**src/design/rxlp_pkg.sv**
```systemverilog
/*
   constants, states and config carriers for the receiver frequency and gain loops.
   assumes the digital clock of the loops is the 20 MHz system clock itself.
*/
// Function
// - frequency loop acts only under FSK or GFSK modulation, idle under amplitude modulation
// - track min and max demodulated frequency, correct the resulting DC offset
// - correction mode 0 offsets the slicer, mode 1 retunes the second IF
// - current estimated frequency error is readable for centre frequency trimming
// - start fast mode above the power threshold, go slow after the fast period
// - fast and slow gains are log2 values 0 to 15, current mode's gain used
// - fast period counts 0 to 255 samples; zero means fast until sync detection
// - frequency correction is applied only while the loop enable is set
// - gain loop steps attenuation by 6 dB up to 48 dB
// - peak amplitude after decimation is compared with a low and a high threshold
// - above high threshold, one increase per hold interval, no measure interval
// - decrease only after a full measure interval below the low threshold, then hold
// - high threshold is programmable 0 to 15; above it attenuation rises
// - two low thresholds, a per-step select field picks one
// - measure interval is 12 digital clocks times two to the measure field
// - after each change wait 12 digital clocks times the hold field
// - with freeze-on-sync set, attenuation stops changing after sync
// - gain loop repeats until level lies in range, runs only when enabled
package rxlp_pkg;
   localparam int SYS_CLK_HZ = 20000000;
   localparam int DIG_CLK_HZ = 20000000;
   // one gain-loop tick, in digital clock periods, and the same in sys_clk cycles
   localparam int AGC_TICK_PERIODS = 12;
   localparam int AGC_TICK_CYC = (AGC_TICK_PERIODS * SYS_CLK_HZ) / DIG_CLK_HZ;
   localparam int FREQ_W = 12;
   localparam int CNT_W = 19;
   localparam int TRACK_DECAY_SHIFT = 4;
   localparam int ATTEN_STEP_DB = 6;
   localparam int MAX_ATTEN_DB = 48;
   localparam logic [3:0] ATTEN_MAX_STEP = 4'(MAX_ATTEN_DB / ATTEN_STEP_DB);
   localparam logic CORR_SLICER = 1'b0;
   localparam logic CORR_IF = 1'b1;

   typedef enum logic [1:0] {
      AFC_IDLE = 2'b00,
      AFC_FAST = 2'b01,
      AFC_SLOW = 2'b10
   } rxlp_afc_st_t;

   typedef enum logic [1:0] {
      AGC_OFF = 2'b00,
      AGC_HOLD = 2'b01,
      AGC_MEAS = 2'b10
   } rxlp_agc_st_t;

   typedef struct packed {
      logic enable;
      logic corrMode;
      logic [3:0] fastGainLog2;
      logic [3:0] slowGainLog2;
      logic [7:0] fastPeriod;
      logic [7:0] powerThr;
   } rxlp_afc_cfg_t;

   typedef struct packed {
      logic enable;
      logic freezeOnSync;
      logic [3:0] highThr;
      logic [3:0] lowThr0;
      logic [3:0] lowThr1;
      logic [7:0] lowThrSel;
      logic [3:0] measTime;
      logic [5:0] holdTime;
   } rxlp_agc_cfg_t;
endpackage

```
**src/design/rxlp_extreme_track.sv**
```systemverilog
/*
   min and max tracker of the instantaneous demodulated frequency.
   assumes samples arrive as one-cycle strobes and the estimate comes from the caller.
*/
`timescale 1ns/10ps
`default_nettype none
module rxlp_extreme_track
   import rxlp_pkg::*;
(
   input wire logic sys_clk,
   input wire logic sys_rst,
   input wire logic clear,
   input wire logic sampleValid,
   input wire logic signed [FREQ_W-1:0] sample,
   input wire logic signed [FREQ_W-1:0] estimate,
   output logic signed [FREQ_W-1:0] midPoint
);
   logic signed [FREQ_W-1:0] maxR_r, maxR_nxt, minR_r, minR_nxt;
   logic signed [FREQ_W:0] sum;

   // extremes leak toward the estimate so a stale peak cannot pin the offset forever
   always_comb begin
      maxR_nxt = maxR_r;
      minR_nxt = minR_r;
      if (clear) begin
         // only a real sample may seed the extremes; the bus carries junk between strobes
         if (sampleValid) begin
            maxR_nxt = sample;
            minR_nxt = sample;
         end
      end else if (sampleValid) begin
         maxR_nxt = (sample > maxR_r) ? sample :
            FREQ_W'(maxR_r - ((maxR_r - estimate) >>> TRACK_DECAY_SHIFT));
         minR_nxt = (sample < minR_r) ? sample :
            FREQ_W'(minR_r + ((estimate - minR_r) >>> TRACK_DECAY_SHIFT));
      end
   end

   always_ff @(posedge sys_clk or posedge sys_rst) begin
      if (sys_rst) begin
         maxR_r <= '0;
         minR_r <= '0;
      end else begin
         maxR_r <= maxR_nxt;
         minR_r <= minR_nxt;
      end
   end

   // the dc offset is the centre between the two extremes
   assign sum = (FREQ_W+1)'(maxR_r) + (FREQ_W+1)'(minR_r);
   assign midPoint = FREQ_W'(sum >>> 1);
endmodule
`default_nettype wire

```
**src/design/rxlp_loops.sv**
```systemverilog
/*
   receiver frequency compensation and gain control loops.
   assumes sample strobes, rssi, sync and peak level are synchronous to sys_clk;
   configuration is held stable by the host while the loops run.
*/
`timescale 1ns/10ps
`default_nettype none
module rxlp_loops
   import rxlp_pkg::*;
(
   input wire logic sys_clk,
   input wire logic sys_rst,
   input wire logic modIsFreq,
   input wire logic [7:0] rssiLevel,
   input wire logic syncDetected,
   input wire logic sampleValid,
   input wire logic signed [FREQ_W-1:0] sampleFreq,
   input wire rxlp_afc_cfg_t afcCfg,
   input wire rxlp_agc_cfg_t agcCfg,
   input wire logic [3:0] peakAmp,
   output logic signed [FREQ_W-1:0] freqErrorEstimate,
   output logic signed [FREQ_W-1:0] slicerOffset,
   output logic signed [FREQ_W-1:0] ifCorrection,
   output logic afcFastMode,
   output logic [3:0] attenStep,
   output logic agcInRange
);
   // frequency loop state
   rxlp_afc_st_t afcSt_r, afcSt_nxt;
   logic [7:0] fastCnt_r, fastCnt_nxt;
   logic signed [FREQ_W-1:0] est_r, est_nxt;
   logic signed [FREQ_W-1:0] slicer_r, slicer_nxt, ifCorr_r, ifCorr_nxt;
   logic signed [FREQ_W-1:0] midPoint;
   logic signed [FREQ_W:0] diff;
   logic [3:0] gainLog2;
   logic afcRun, afcGo, trackClear;

   // loop may run only with its enable set and a frequency modulation selected
   assign afcRun = afcCfg.enable & modIsFreq;
   assign afcGo = afcRun & (rssiLevel > afcCfg.powerThr);
   assign trackClear = (afcSt_r == AFC_IDLE);
   assign gainLog2 = (afcSt_r == AFC_FAST) ? afcCfg.fastGainLog2 : afcCfg.slowGainLog2;

   rxlp_extreme_track u_track (
      .sys_clk(sys_clk),
      .sys_rst(sys_rst),
      .clear(trackClear),
      .sampleValid(sampleValid),
      .sample(sampleFreq),
      .estimate(est_r),
      .midPoint(midPoint)
   );

   // mode sequencing: fast after power threshold, slow after period, or after sync when the period is zero
   always_comb begin
      afcSt_nxt = afcSt_r;
      fastCnt_nxt = fastCnt_r;
      case (afcSt_r)
         AFC_IDLE: begin
            fastCnt_nxt = '0;
            if (afcGo) begin
               afcSt_nxt = AFC_FAST;
            end
         end
         AFC_FAST: begin
            if (!afcRun) begin
               afcSt_nxt = AFC_IDLE;
            end else if (afcCfg.fastPeriod == 8'h00) begin
               if (syncDetected) begin
                  afcSt_nxt = AFC_SLOW;
               end
            end else if (sampleValid) begin
               fastCnt_nxt = 8'(fastCnt_r + 8'h01);
               if (fastCnt_nxt == afcCfg.fastPeriod) begin
                  afcSt_nxt = AFC_SLOW;
               end
            end
         end
         AFC_SLOW: begin
            if (!afcRun) begin
               afcSt_nxt = AFC_IDLE;
            end
         end
         default: begin
            afcSt_nxt = AFC_IDLE;
         end
      endcase
   end

   // estimate moves toward the extremes' midpoint by 2^-gain per sample;
   // the step never overshoots the midpoint, so the sum cannot overflow
   assign diff = (FREQ_W+1)'(midPoint) - (FREQ_W+1)'(est_r);
   always_comb begin
      est_nxt = est_r;
      if (afcSt_r != AFC_IDLE && sampleValid && afcRun) begin
         est_nxt = FREQ_W'((FREQ_W+1)'(est_r) + (diff >>> gainLog2));
      end
      // only one destination carries the correction, none while disabled
      slicer_nxt = (afcRun && afcCfg.corrMode == CORR_SLICER) ? est_nxt : '0;
      ifCorr_nxt = (afcRun && afcCfg.corrMode == CORR_IF) ? est_nxt : '0;
   end

   always_ff @(posedge sys_clk or posedge sys_rst) begin
      if (sys_rst) begin
         afcSt_r <= AFC_IDLE;
         fastCnt_r <= '0;
         est_r <= '0;
         slicer_r <= '0;
         ifCorr_r <= '0;
      end else begin
         afcSt_r <= afcSt_nxt;
         fastCnt_r <= fastCnt_nxt;
         est_r <= est_nxt;
         slicer_r <= slicer_nxt;
         ifCorr_r <= ifCorr_nxt;
      end
   end

   assign freqErrorEstimate = est_r;
   assign slicerOffset = slicer_r;
   assign ifCorrection = ifCorr_r;
   assign afcFastMode = (afcSt_r == AFC_FAST);

   // gain loop state
   rxlp_agc_st_t agcSt_r, agcSt_nxt;
   logic [CNT_W-1:0] agcCnt_r, agcCnt_nxt, measLen, holdLen;
   logic [3:0] step_r, step_nxt, lowThr;
   logic inRange_r, inRange_nxt, frozen, lowSel, tooHigh, tooLow;

   // per-step low threshold; from step 0 no decrease is possible anyway
   assign lowSel = agcCfg.lowThrSel[3'(step_r - 4'h1)];
   assign lowThr = lowSel ? agcCfg.lowThr1 : agcCfg.lowThr0;
   assign tooHigh = (peakAmp > agcCfg.highThr);
   assign tooLow = (peakAmp < lowThr);
   assign frozen = agcCfg.freezeOnSync & syncDetected;
   // measure length doubles per field step; hold is linear in its field
   assign measLen = CNT_W'(AGC_TICK_CYC) << agcCfg.measTime;
   assign holdLen = CNT_W'(AGC_TICK_CYC) * CNT_W'(agcCfg.holdTime);

   // hold, then measure; raise at once, lower only after a full quiet interval
   always_comb begin
      agcSt_nxt = agcSt_r;
      agcCnt_nxt = agcCnt_r;
      step_nxt = step_r;
      inRange_nxt = !tooHigh && !tooLow;
      case (agcSt_r)
         AGC_OFF: begin
            agcCnt_nxt = '0;
            if (agcCfg.enable) begin
               agcSt_nxt = AGC_MEAS;
            end
         end
         AGC_HOLD: begin
            if (agcCnt_r >= holdLen) begin
               agcSt_nxt = AGC_MEAS;
               agcCnt_nxt = '0;
            end else begin
               agcCnt_nxt = CNT_W'(agcCnt_r + 1'b1);
            end
         end
         AGC_MEAS: begin
            agcCnt_nxt = '0;
            if (frozen) begin
               step_nxt = step_r;
            end else if (tooHigh) begin
               if (step_r < ATTEN_MAX_STEP) begin
                  step_nxt = step_r + 4'h1;
                  agcSt_nxt = AGC_HOLD;
               end
            end else if (tooLow && step_r != 4'h0) begin
               if (agcCnt_r == measLen - 1'b1) begin
                  step_nxt = step_r - 4'h1;
                  agcSt_nxt = AGC_HOLD;
               end else begin
                  agcCnt_nxt = CNT_W'(agcCnt_r + 1'b1);
               end
            end
         end
         default: begin
            agcSt_nxt = AGC_OFF;
         end
      endcase
      // disabling stops the loop but keeps the last attenuation
      if (!agcCfg.enable) begin
         agcSt_nxt = AGC_OFF;
         step_nxt = step_r;
      end
   end

   always_ff @(posedge sys_clk or posedge sys_rst) begin
      if (sys_rst) begin
         agcSt_r <= AGC_OFF;
         agcCnt_r <= '0;
         step_r <= '0;
         inRange_r <= 1'b0;
      end else begin
         agcSt_r <= agcSt_nxt;
         agcCnt_r <= agcCnt_nxt;
         step_r <= step_nxt;
         inRange_r <= inRange_nxt;
      end
   end

   assign attenStep = step_r;
   assign agcInRange = inRange_r;

   // checks on the frequency loop
   property p_amIdle;
      @(posedge sys_clk) disable iff (sys_rst)
      !modIsFreq |=> (afcSt_r == AFC_IDLE) && (slicerOffset == 0) && (ifCorrection == 0);
   endproperty
   a_amIdle: assert property (p_amIdle) else $error("frequency loop active under amplitude modulation");

   property p_offWhenDisabled;
      @(posedge sys_clk) disable iff (sys_rst)
      !afcCfg.enable |=> (slicerOffset == 0) && (ifCorrection == 0);
   endproperty
   a_offWhenDisabled: assert property (p_offWhenDisabled) else $error("correction applied while disabled");

   property p_routeIf;
      @(posedge sys_clk) disable iff (sys_rst)
      afcRun && afcCfg.corrMode |=> (slicerOffset == 0) && (ifCorrection == freqErrorEstimate);
   endproperty
   a_routeIf: assert property (p_routeIf) else $error("second IF correction misrouted");

   property p_startFast;
      @(posedge sys_clk) disable iff (sys_rst)
      (afcSt_r == AFC_IDLE) && afcGo |=> afcFastMode;
   endproperty
   a_startFast: assert property (p_startFast) else $error("fast mode not entered above threshold");

   property p_syncSlow;
      @(posedge sys_clk) disable iff (sys_rst)
      afcFastMode && afcRun && (afcCfg.fastPeriod == 8'h00) && syncDetected |=> (afcSt_r == AFC_SLOW);
   endproperty
   a_syncSlow: assert property (p_syncSlow) else $error("zero fast period did not switch on sync");

   property p_estOnSample;
      @(posedge sys_clk) disable iff (sys_rst)
      !sampleValid |=> $stable(freqErrorEstimate);
   endproperty
   a_estOnSample: assert property (p_estOnSample) else $error("estimate moved without a sample");

   // with a zero log2 gain in fast mode the estimate lands on the midpoint in one sample
   property p_fastGainUsed;
      @(posedge sys_clk) disable iff (sys_rst)
      afcFastMode && afcRun && sampleValid && (afcCfg.fastGainLog2 == 4'h0)
         |=> (freqErrorEstimate == $past(midPoint));
   endproperty
   a_fastGainUsed: assert property (p_fastGainUsed) else $error("fast gain not applied");

   property p_fastPeriodEnd;
      @(posedge sys_clk) disable iff (sys_rst)
      afcFastMode && afcRun && sampleValid && (afcCfg.fastPeriod != 8'h00)
         && (8'(fastCnt_r + 8'h01) == afcCfg.fastPeriod) |=> (afcSt_r == AFC_SLOW);
   endproperty
   a_fastPeriodEnd: assert property (p_fastPeriodEnd) else $error("fast period did not end on its last sample");

   // checks on the gain loop
   property p_stepLimit;
      @(posedge sys_clk) disable iff (sys_rst)
      attenStep <= ATTEN_MAX_STEP;
   endproperty
   a_stepLimit: assert property (p_stepLimit) else $error("attenuation step beyond top");

   property p_raise;
      @(posedge sys_clk) disable iff (sys_rst)
      (agcSt_r == AGC_MEAS) && agcCfg.enable && !frozen && tooHigh && (step_r < ATTEN_MAX_STEP)
         |=> (attenStep == $past(attenStep) + 4'h1) && (agcSt_r == AGC_HOLD);
   endproperty
   a_raise: assert property (p_raise) else $error("no increase above high threshold");

   property p_lowerCause;
      @(posedge sys_clk) disable iff (sys_rst)
      (attenStep < $past(attenStep)) |-> $past(tooLow) && ($past(agcCnt_r) == $past(measLen) - 1'b1);
   endproperty
   a_lowerCause: assert property (p_lowerCause) else $error("decrease without full quiet interval");

   property p_holdAfter;
      @(posedge sys_clk) disable iff (sys_rst)
      $changed(attenStep) |-> (agcSt_r == AGC_HOLD) ##1 $stable(attenStep);
   endproperty
   a_holdAfter: assert property (p_holdAfter) else $error("no hold after attenuation change");

   property p_freeze;
      @(posedge sys_clk) disable iff (sys_rst)
      frozen ##1 frozen |-> $stable(attenStep);
   endproperty
   a_freeze: assert property (p_freeze) else $error("attenuation moved after sync freeze");

   property p_enableGate;
      @(posedge sys_clk) disable iff (sys_rst)
      !agcCfg.enable |=> $stable(attenStep) && (agcSt_r == AGC_OFF);
   endproperty
   a_enableGate: assert property (p_enableGate) else $error("gain loop ran while disabled");

   // a hold may not be cut short while the loop stays enabled
   property p_holdFull;
      @(posedge sys_clk) disable iff (sys_rst)
      (agcSt_r == AGC_HOLD) && agcCfg.enable && (agcCnt_r < holdLen) |=> (agcSt_r == AGC_HOLD);
   endproperty
   a_holdFull: assert property (p_holdFull) else $error("hold interval ended early");

   // any level at or above the low threshold restarts the quiet interval
   property p_quietRestart;
      @(posedge sys_clk) disable iff (sys_rst)
      (agcSt_r == AGC_MEAS) && !tooLow |=> (agcCnt_r == '0);
   endproperty
   a_quietRestart: assert property (p_quietRestart) else $error("quiet interval not restarted");
endmodule
`default_nettype wire

```
**config.mk**
```make
export PLATFORM = sky130hd
export DESIGN_NAME = rxlp_loops
export DESIGN_NICKNAME = d
export VERILOG_FILES = /design/src/design/rxlp_pkg.sv /design/src/design/rxlp_extreme_track.sv /design/src/design/rxlp_loops.sv
export SDC_FILE = /design/constraint.sdc
export NUM_CORES = 1
export LEC_CHECK = 0
export BUFFER_PORTS_ARGS = -buffer_cell sky130_fd_sc_hd__buf_2
export CORE_ASPECT_RATIO = 0.75
export CORE_MARGIN = 2
export CORE_UTILIZATION = 55
export DETAILED_ROUTE_END_ITERATION = 16
export PLACE_DENSITY = 0.75
export REMOVE_ABC_BUFFERS = 1
export SYNTH_ARGS = -nofsm -noshare
export SYNTH_HDL_FRONTEND = slang
export SYNTH_SLANG_ARGS = --single-unit
```
**constraint.sdc**
```tcl
create_clock -name sys_clk -period 7.05 [get_ports sys_clk]
set_input_delay 0.705 -clock sys_clk [delete_from_list [all_inputs] [get_ports sys_clk]]
set_output_delay 0.705 -clock sys_clk [all_outputs]
set_load 0.05 [all_outputs]
```
# [Word-level counts from Yosys, hierarchy flattened]
# Cells that the tools add are included.
[word_totals] register_bits=96 out_inout_bits=42
[classes] add_sub_neg=12 n_mul=1 order_cmp=8 eq_ne=20 n_shift=2 muxes=44 bitwise=5 n_reduce_logical=21
[op_table] operator="12-bit two-way mux" n=10
[op_table] operator="19-bit two-way mux" n=5
[op_table] operator="19-bit one-hot mux with 3 select lines" n=1
[op_table] operator="2-bit two-way mux" n=14
[op_table] operator="4-bit two-way mux" n=6
[op_table] operator="8-bit two-way mux" n=3
[op_table] operator="12-bit subtractor" n=2
[op_table] operator="19-bit by 1-bit adder with 19-bit output, second input constant" n=1
[op_table] operator="19-bit == test" n=1
[op_table] operator="19-bit by 10-bit greater-or-equal comparator with 1-bit output" n=1
[op_table] operator="4-bit by 4-bit left shift with 19-bit output, first input constant" n=1
[op_table] operator="19-bit by 1-bit subtractor with 19-bit output, second input constant" n=1
[op_table] operator="4-bit inequality test, second input constant" n=4
[op_table] operator="8-bit one-hot mux with 2 select lines" n=1
[op_table] operator="12-bit by 12-bit adder with 13-bit output" n=1
[op_table] operator="13-bit by 4-bit >>> shifter with 12-bit output" n=1
[op_table] operator="12-bit by 12-bit subtractor with 13-bit output" n=1
[op_table] operator="12-bit adder" n=1
[op_table] operator="12-bit by 8-bit adder with 12-bit output" n=1
[op_table] operator="12-bit > comparator" n=1
[op_table] operator="12-bit less-than comparator" n=1
[op_table] operator="2-bit one-hot mux with 3 select lines" n=2
[op_table] operator="12-bit by 8-bit subtractor with 12-bit output" n=1
[op_table] operator="5-bit AND reduction" n=2
[op_table] operator="30 further kinds" n=50

# [Logic depth before layout (Yosys ltp)]
[logic_depth] ltp_word=11 mapped_depth=29 depth_no_buf=29

# [Hierarchy]
# A second synthesis with hierarchy kept.
[unflattened] cells_unflattened=1304 area_unflattened_um2=10722.8
[modules_own_cells] module="rxlp_loops" instances=1 cells_per_inst=826 area_each_um2=6801.5
[modules_own_cells] module="rxlp_extreme_track" instances=1 cells_per_inst=478 area_each_um2=3921.3

# [Least setup slack after synthesis]
# OpenSTA, ideal clock, no wires.
[synth_path] path_kind="flip-flop to flip-flop" from="register u_track.minR_r[1]" to="register ifCorr_r[11], in the netlist ifCorrection[11]" arrival_ns=5.867 required_ns=6.972 slack_ns=1.105 stages_incl_launch_ff=28 path_buffers=0 synth_period_minus_slack_ns=5.945 cell_sequence="dfrtp_1 > ha_1 > a31o_1 > a21o_1 > a21oi_1 > o21ai_1 > o41ai_1 > o21bai_1 > a21oi_1 > xnor2_1 > ha_1 > a21oi_1 > o21a_1 > nand2_1 > o21ai_1 > nor2_1 > a21oi_1 > mux2i_1 > a221oi_1 > ha_1 > a211oi_1 > o21a_1 > o31ai_1 > o41a_1 > nor2_1 > or3b_1 > a21o_1 > a21oi_1"
[synth_between] elab_chain_cells=6
[synth_lines] element="start: declaration" line_no="rxlp_extreme_track.sv:18" rtl="logic signed [FREQ_W-1:0] maxR_r, maxR_nxt, minR_r, minR_nxt;"
[synth_lines] element="start signal: assignment" line_no="rxlp_extreme_track.sv:45" rtl="minR_r <= minR_nxt;"
[synth_lines] element="12-bit by 12-bit adder with 13-bit output" line_no="rxlp_extreme_track.sv:50" rtl="assign sum = (FREQ_W+1)'(maxR_r) + (FREQ_W+1)'(minR_r);"
[synth_lines] element="12-bit by 12-bit subtractor with 13-bit output" line_no="rxlp_loops.sv:92" rtl="assign diff = (FREQ_W+1)'(midPoint) - (FREQ_W+1)'(est_r);"
[synth_lines] element="13-bit by 4-bit >>> shifter with 12-bit output" line_no="rxlp_loops.sv:96" rtl="est_nxt = FREQ_W'((FREQ_W+1)'(est_r) + (diff >>> gainLog2));"
[synth_lines] element="12-bit adder" line_no="rxlp_loops.sv:96"
[synth_lines] element="12-bit two-way mux" line_no="rxlp_loops.sv:95" rtl="if (afcSt_r != AFC_IDLE && sampleValid && afcRun) begin"
[synth_lines] element="12-bit two-way mux" line_no="rxlp_loops.sv:100" rtl="ifCorr_nxt = (afcRun && afcCfg.corrMode == CORR_IF) ? est_nxt : '0;"
[synth_lines] element="via ifCorr_nxt[11]" line_no="rxlp_loops.sv:32" rtl="logic signed [FREQ_W-1:0] slicer_r, slicer_nxt, ifCorr_r, ifCorr_nxt;"
[synth_lines] element="end signal: assignment" line_no="rxlp_loops.sv:115" rtl="ifCorr_r <= ifCorr_nxt;"
[synth_lines] element="end: declaration" line_no="rxlp_loops.sv:32"
# The timed path passes the listed nets, and every way through them passes these cells.
# A chain may end at the register's enable or synchronous reset.

# [Worst setup path after layout]
[layout_path] from="register u_track.maxR_r[1]" to="register slicer_r[11], in the netlist slicerOffset[11]"
[layout_between] elab_chain_cells=6
[layout_lines] element="start: declaration" line_no="rxlp_extreme_track.sv:18"
[layout_lines] element="start signal: assignment" line_no="rxlp_extreme_track.sv:44" rtl="maxR_r <= maxR_nxt;"
[layout_lines] element="12-bit by 12-bit adder with 13-bit output" line_no="rxlp_extreme_track.sv:50"
[layout_lines] element="12-bit by 12-bit subtractor with 13-bit output" line_no="rxlp_loops.sv:92"
[layout_lines] element="13-bit by 4-bit >>> shifter with 12-bit output" line_no="rxlp_loops.sv:96"
[layout_lines] element="12-bit adder" line_no="rxlp_loops.sv:96"
[layout_lines] element="12-bit two-way mux" line_no="rxlp_loops.sv:95"
[layout_lines] element="12-bit two-way mux" line_no="rxlp_loops.sv:99" rtl="slicer_nxt = (afcRun && afcCfg.corrMode == CORR_SLICER) ? est_nxt : '0;"
[layout_lines] element="via slicer_nxt[11]" line_no="rxlp_loops.sv:32"
[layout_lines] element="end signal: assignment" line_no="rxlp_loops.sv:114" rtl="slicer_r <= slicer_nxt;"
[layout_lines] element="end: declaration" line_no="rxlp_loops.sv:32"
# The timed path passes the listed nets, and every way through them passes these cells.

==> flow_metrics.env <==
export IMPL_synth_compound_area_frac=0.2248
export IMPL_synth_common_cells="ha_1, nor2_1, a21oi_1"
export IMPL_yosysWarnings=0
export IMPL_crit_required_ns=7.32
export IMPL_power_switching_share=0.5111
export IMPL_synth_xor_area_share=0.07376
export IMPL_fin_nets=1632
export IMPL_fin_crit_sh=0.9276
export IMPL_cts_reportedPaths_clkPinSlew_ns=0.08
export IMPL_port_buffers=128
export IMPL_syn2layout_area_growth_pct=11.38
export IMPL_ys_seq_area_frac=0.2273
export IMPL_dp_slack_ns=0.5311
export IMPL_crit_path_start_kind="register"
export IMPL_status="completed"
export IMPL_rsz0062_at_grt="false"
export IMPL_fin_tns_setup_ns=0
export IMPL_synth_edf_count=0
export IMPL_grt_pass1_wl_um=43990
export IMPL_wl_um=27830
export IMPL_cap_violations=0
export IMPL_cts_hold_buf=0
export IMPL_first_global_vias=8541
export IMPL_synth_area_leaders="dfrtp_1, ha_1, a21oi_1, xnor2_1, nor2_1"
export IMPL_track_usage=0.2738
export IMPL_yosysMostFrequentCell="ha_1"
export IMPL_end_kind="register"
export IMPL_synthArstFlopShare=1.000
export IMPL_clockRootBuffer="clkbuf_16"
export IMPL_synth_top_family_by_area="compound AO/OA/AOI/OAI gates"
export IMPL_yosys_register_bits=96
export IMPL_cts_path_max_buffers=2
export IMPL_synthDistinctLibCells=84
export IMPL_dieArea_um2=20350
export IMPL_first_pass_iters=5
export IMPL_final_layout_size_suffix_gt1_frac=0.1227
export IMPL_ys_flop_type="dfrtp_1"
export IMPL_synth_top_cell_area_share=0.2273
export IMPL_drc=0
export IMPL_routedWlPerCell_um=16.88
export IMPL_crit_arrival_ns=6.81
export IMPL_diodes=0
export IMPL_power_switching_w=0.003078
export IMPL_drt_initial_drc_count=994
export IMPL_clock_sinks=96
export IMPL_ios=129
export IMPL_netlist_area_um2=10570
export IMPL_synth_mux_area_fraction=0.04369
export IMPL_critPathKind="register to register"
export IMPL_core_um2=18670
export IMPL_synth_simple_gate_area_frac=0.1999
export IMPL_cts_tree="yes"
export IMPL_gp_congestion=0.9136
export IMPL_powerDensity_nw_per_um2=511.7
export IMPL_fmax_ghz=0.1529
export IMPL_min_path_type="primary input to async pin"
export IMPL_combPwrFrac=0.774
export IMPL_final_antenna_net_count=0
export IMPL_grt_max_degree=64
export IMPL_layout_min_cycle_time_ns=6.539
export IMPL_synth_cells=1294
export IMPL_hpwl_um=22120
export IMPL_die_x_um=164.1
export IMPL_slew_limit_headroom=0.1718
export IMPL_cts_setup_buffers=0
export IMPL_yosysTopAreaCell="dfrtp_1"
export IMPL_p_int_w=0.002944
export IMPL_ir_drop_mv=0.3101
export IMPL_seqPwrFrac=0.126
export IMPL_vias_per_cell=5.959
export IMPL_cts_made_buffers=9
export IMPL_clk_latency_ns=0.36
export IMPL_via_count=9826
export IMPL_fin_skew_ns=0.01336
export IMPL_finalMaxSlewViolations=0
export IMPL_finalPower_w=0.006022
export IMPL_hold_violations=0
export IMPL_overflow=0
export IMPL_antenna_found_initial=0
export IMPL_worstPathMaxFanout=7
export IMPL_synthAdderAreaFrac=0.1795
export IMPL_p_leak_nw=5.652
export IMPL_die_h_um=124.0
export IMPL_initial_core_util=0.5660
export IMPL_worst_pin_slew_ns=1.208
export IMPL_row_count=43
export IMPL_worst_slack_ns=0.5106
export IMPL_avgSynthCellArea_um2=8.167
export IMPL_clkPwrFrac=0.100
export IMPL_setup_viol=0
export IMPL_htree_num_levels=3
-- timing repair --
action                                  4_1_cts  5_1_grt
endpoints found under the setup margin        0        2
endpoints found under the hold margin         0        0
resized for setup                             0        1
-- path summary, 6_finish.rpt --
kind,from,slack (ns),cells after the start,to
max,u_track.maxR_r[1],0.51,27,slicerOffset[11]
min,sys_rst,0.38,2,agcCnt_r[3]
max reg2reg,u_track.maxR_r[1],0.51,27,slicerOffset[11]
min reg2reg,fastCnt_r[6],0.54,2,fastCnt_r[6]
max in group asynchronous,sys_rst,5.49,3,freqErrorEstimate[0]
min in group sys_clk,fastCnt_r[6],0.54,2,fastCnt_r[6]
-- power by group through the flow --
stage / clock network [W] / logic [W] / registers [W]
2_1_floorplan: 0 / 0.00352 / 0.000855
3_3_place_gp: 0 / 0.00446 / 0.000764
3_5_place_dp: 0 / 0.00455 / 0.000766
4_1_cts: 0.000608 / 0.00458 / 0.000756
5_1_grt: 0.000632 / 0.00514 / 0.000767
6_report: 0.000601 / 0.00466 / 0.000759
-- sequential cells by signal (all words and copies together), names as in the netlist, named ones only --
register           cells
agcCnt_r              19
u_track.minR_r        12
freqErrorEstimate     11
slicerOffset          12
u_track.maxR_r        12
afcSt_r                2
agcInRange             1
fastCnt_r              8
ifCorrection          12
attenStep              4
agcSt_r                2
-- routing by layer --
layer  vias up  track usage  wire length [um]
met5         -            0                 0
met4         0      0.05099               295
met3        22      0.05128              2208
met2       327       0.3800             11060
met1      4571       0.4365             14260
li1       4906            -                 -
-- layout by cell type (no fill, tap or decap), types with 7 or more instances in the layout --
master / netlist / layout
nand4_1: 18 / 18
nor2b_1: 34 / 34
nand3_1: 35 / 35
nor3b_1: 8 / 8
o21ai_0: 30 / 30
clkbuf_16: 0 / 9
dfrtp_1: 96 / 96
a31oi_1: 7 / 7
o21bai_1: 8 / 8
inv_1: 95 / 94
mux2i_1: 36 / 35
nand2b_1: 15 / 15
o211ai_1: 17 / 17
xor2_1: 28 / 28
xnor2_1: 61 / 61
or3_1: 7 / 7
o31ai_1: 9 / 9
nand2_1: 88 / 88
buf_2: 5 / 128
o21ai_1: 33 / 32
and2_1: 9 / 9
buf_4: 0 / 7
o21a_1: 19 / 19
a21oi_1: 110 / 110
a21o_1: 20 / 20
a211o_1: 7 / 7
ha_1: 142 / 142
a211oi_1: 14 / 14
nor3_1: 32 / 32
nor4_1: 9 / 9
nor2_1: 125 / 125
o22ai_1: 7 / 7
and3_1: 9 / 9
-- metrics by stage --
stage / utilization / cell area, um2 / hold slack [ns] / std cells
floorplan: - / 10390 / 0.4843 / 1251
global placement: 0.6109 / 11400 / 0.5079 / 1633
detailed placement: 0.6109 / 11400 / 0.5210 / 1633
CTS: 0.6301 / 11760 / 0.3909 / 1649
global route: 0.6305 / 11770 / 0.4179 / 1649
finish: 0.6305 / 11770 / 0.3795 / 1649
-- layout make-up --
type | instances | area, um2
Multi-Input combinational cell | 1058 | 7641
Fill cell | 1639 | 6899
Sequential cell | 96 | 2402
Timing Repair Buffer | 135 | 693.2
Inverter | 97 | 366.6
Tap cell | 247 | 309.0
Clock buffer | 9 | 225.2
Clock inverter | 7 | 132.6
-- logic make-up after synthesis --
| logic type | count (synthesis) |
|---|---|
| AOI/OAI and AO/OA | 354 |
| xor gates and xnor gates | 89 |
| and+or+nand+nor | 424 |
| adders and majority gates | 148 |
| DFF | 96 |
| muxes | 43 |
| buffers and inverters | 140 |
-- worst max-delay path, cell delays in order, from the launching register on --
cell and delay, ns:
dfrtp_1 0.51, ha_1 0.29, a31o_1 0.21, a21o_1 0.20, a21oi_1 0.27, o21ai_1 0.17
o41ai_2 0.30, o21bai_1 0.10, a21oi_1 0.18, xnor2_1 0.13, ha_1 0.29, a21oi_1 0.17
o21a_1 0.19, nand2_1 0.06, o21ai_1 0.24, xor2_1 0.14, a21oi_1 0.21, mux2i_1 0.17
a221oi_1 0.44, ha_1 0.33, a211oi_1 0.29, o21a_1 0.21, o31ai_1 0.15, o41a_1 0.35
nor2_1 0.08, or3b_1 0.37, a21o_1 0.22, a21oi_1 0.17
(Power assumes the default switching activity.)
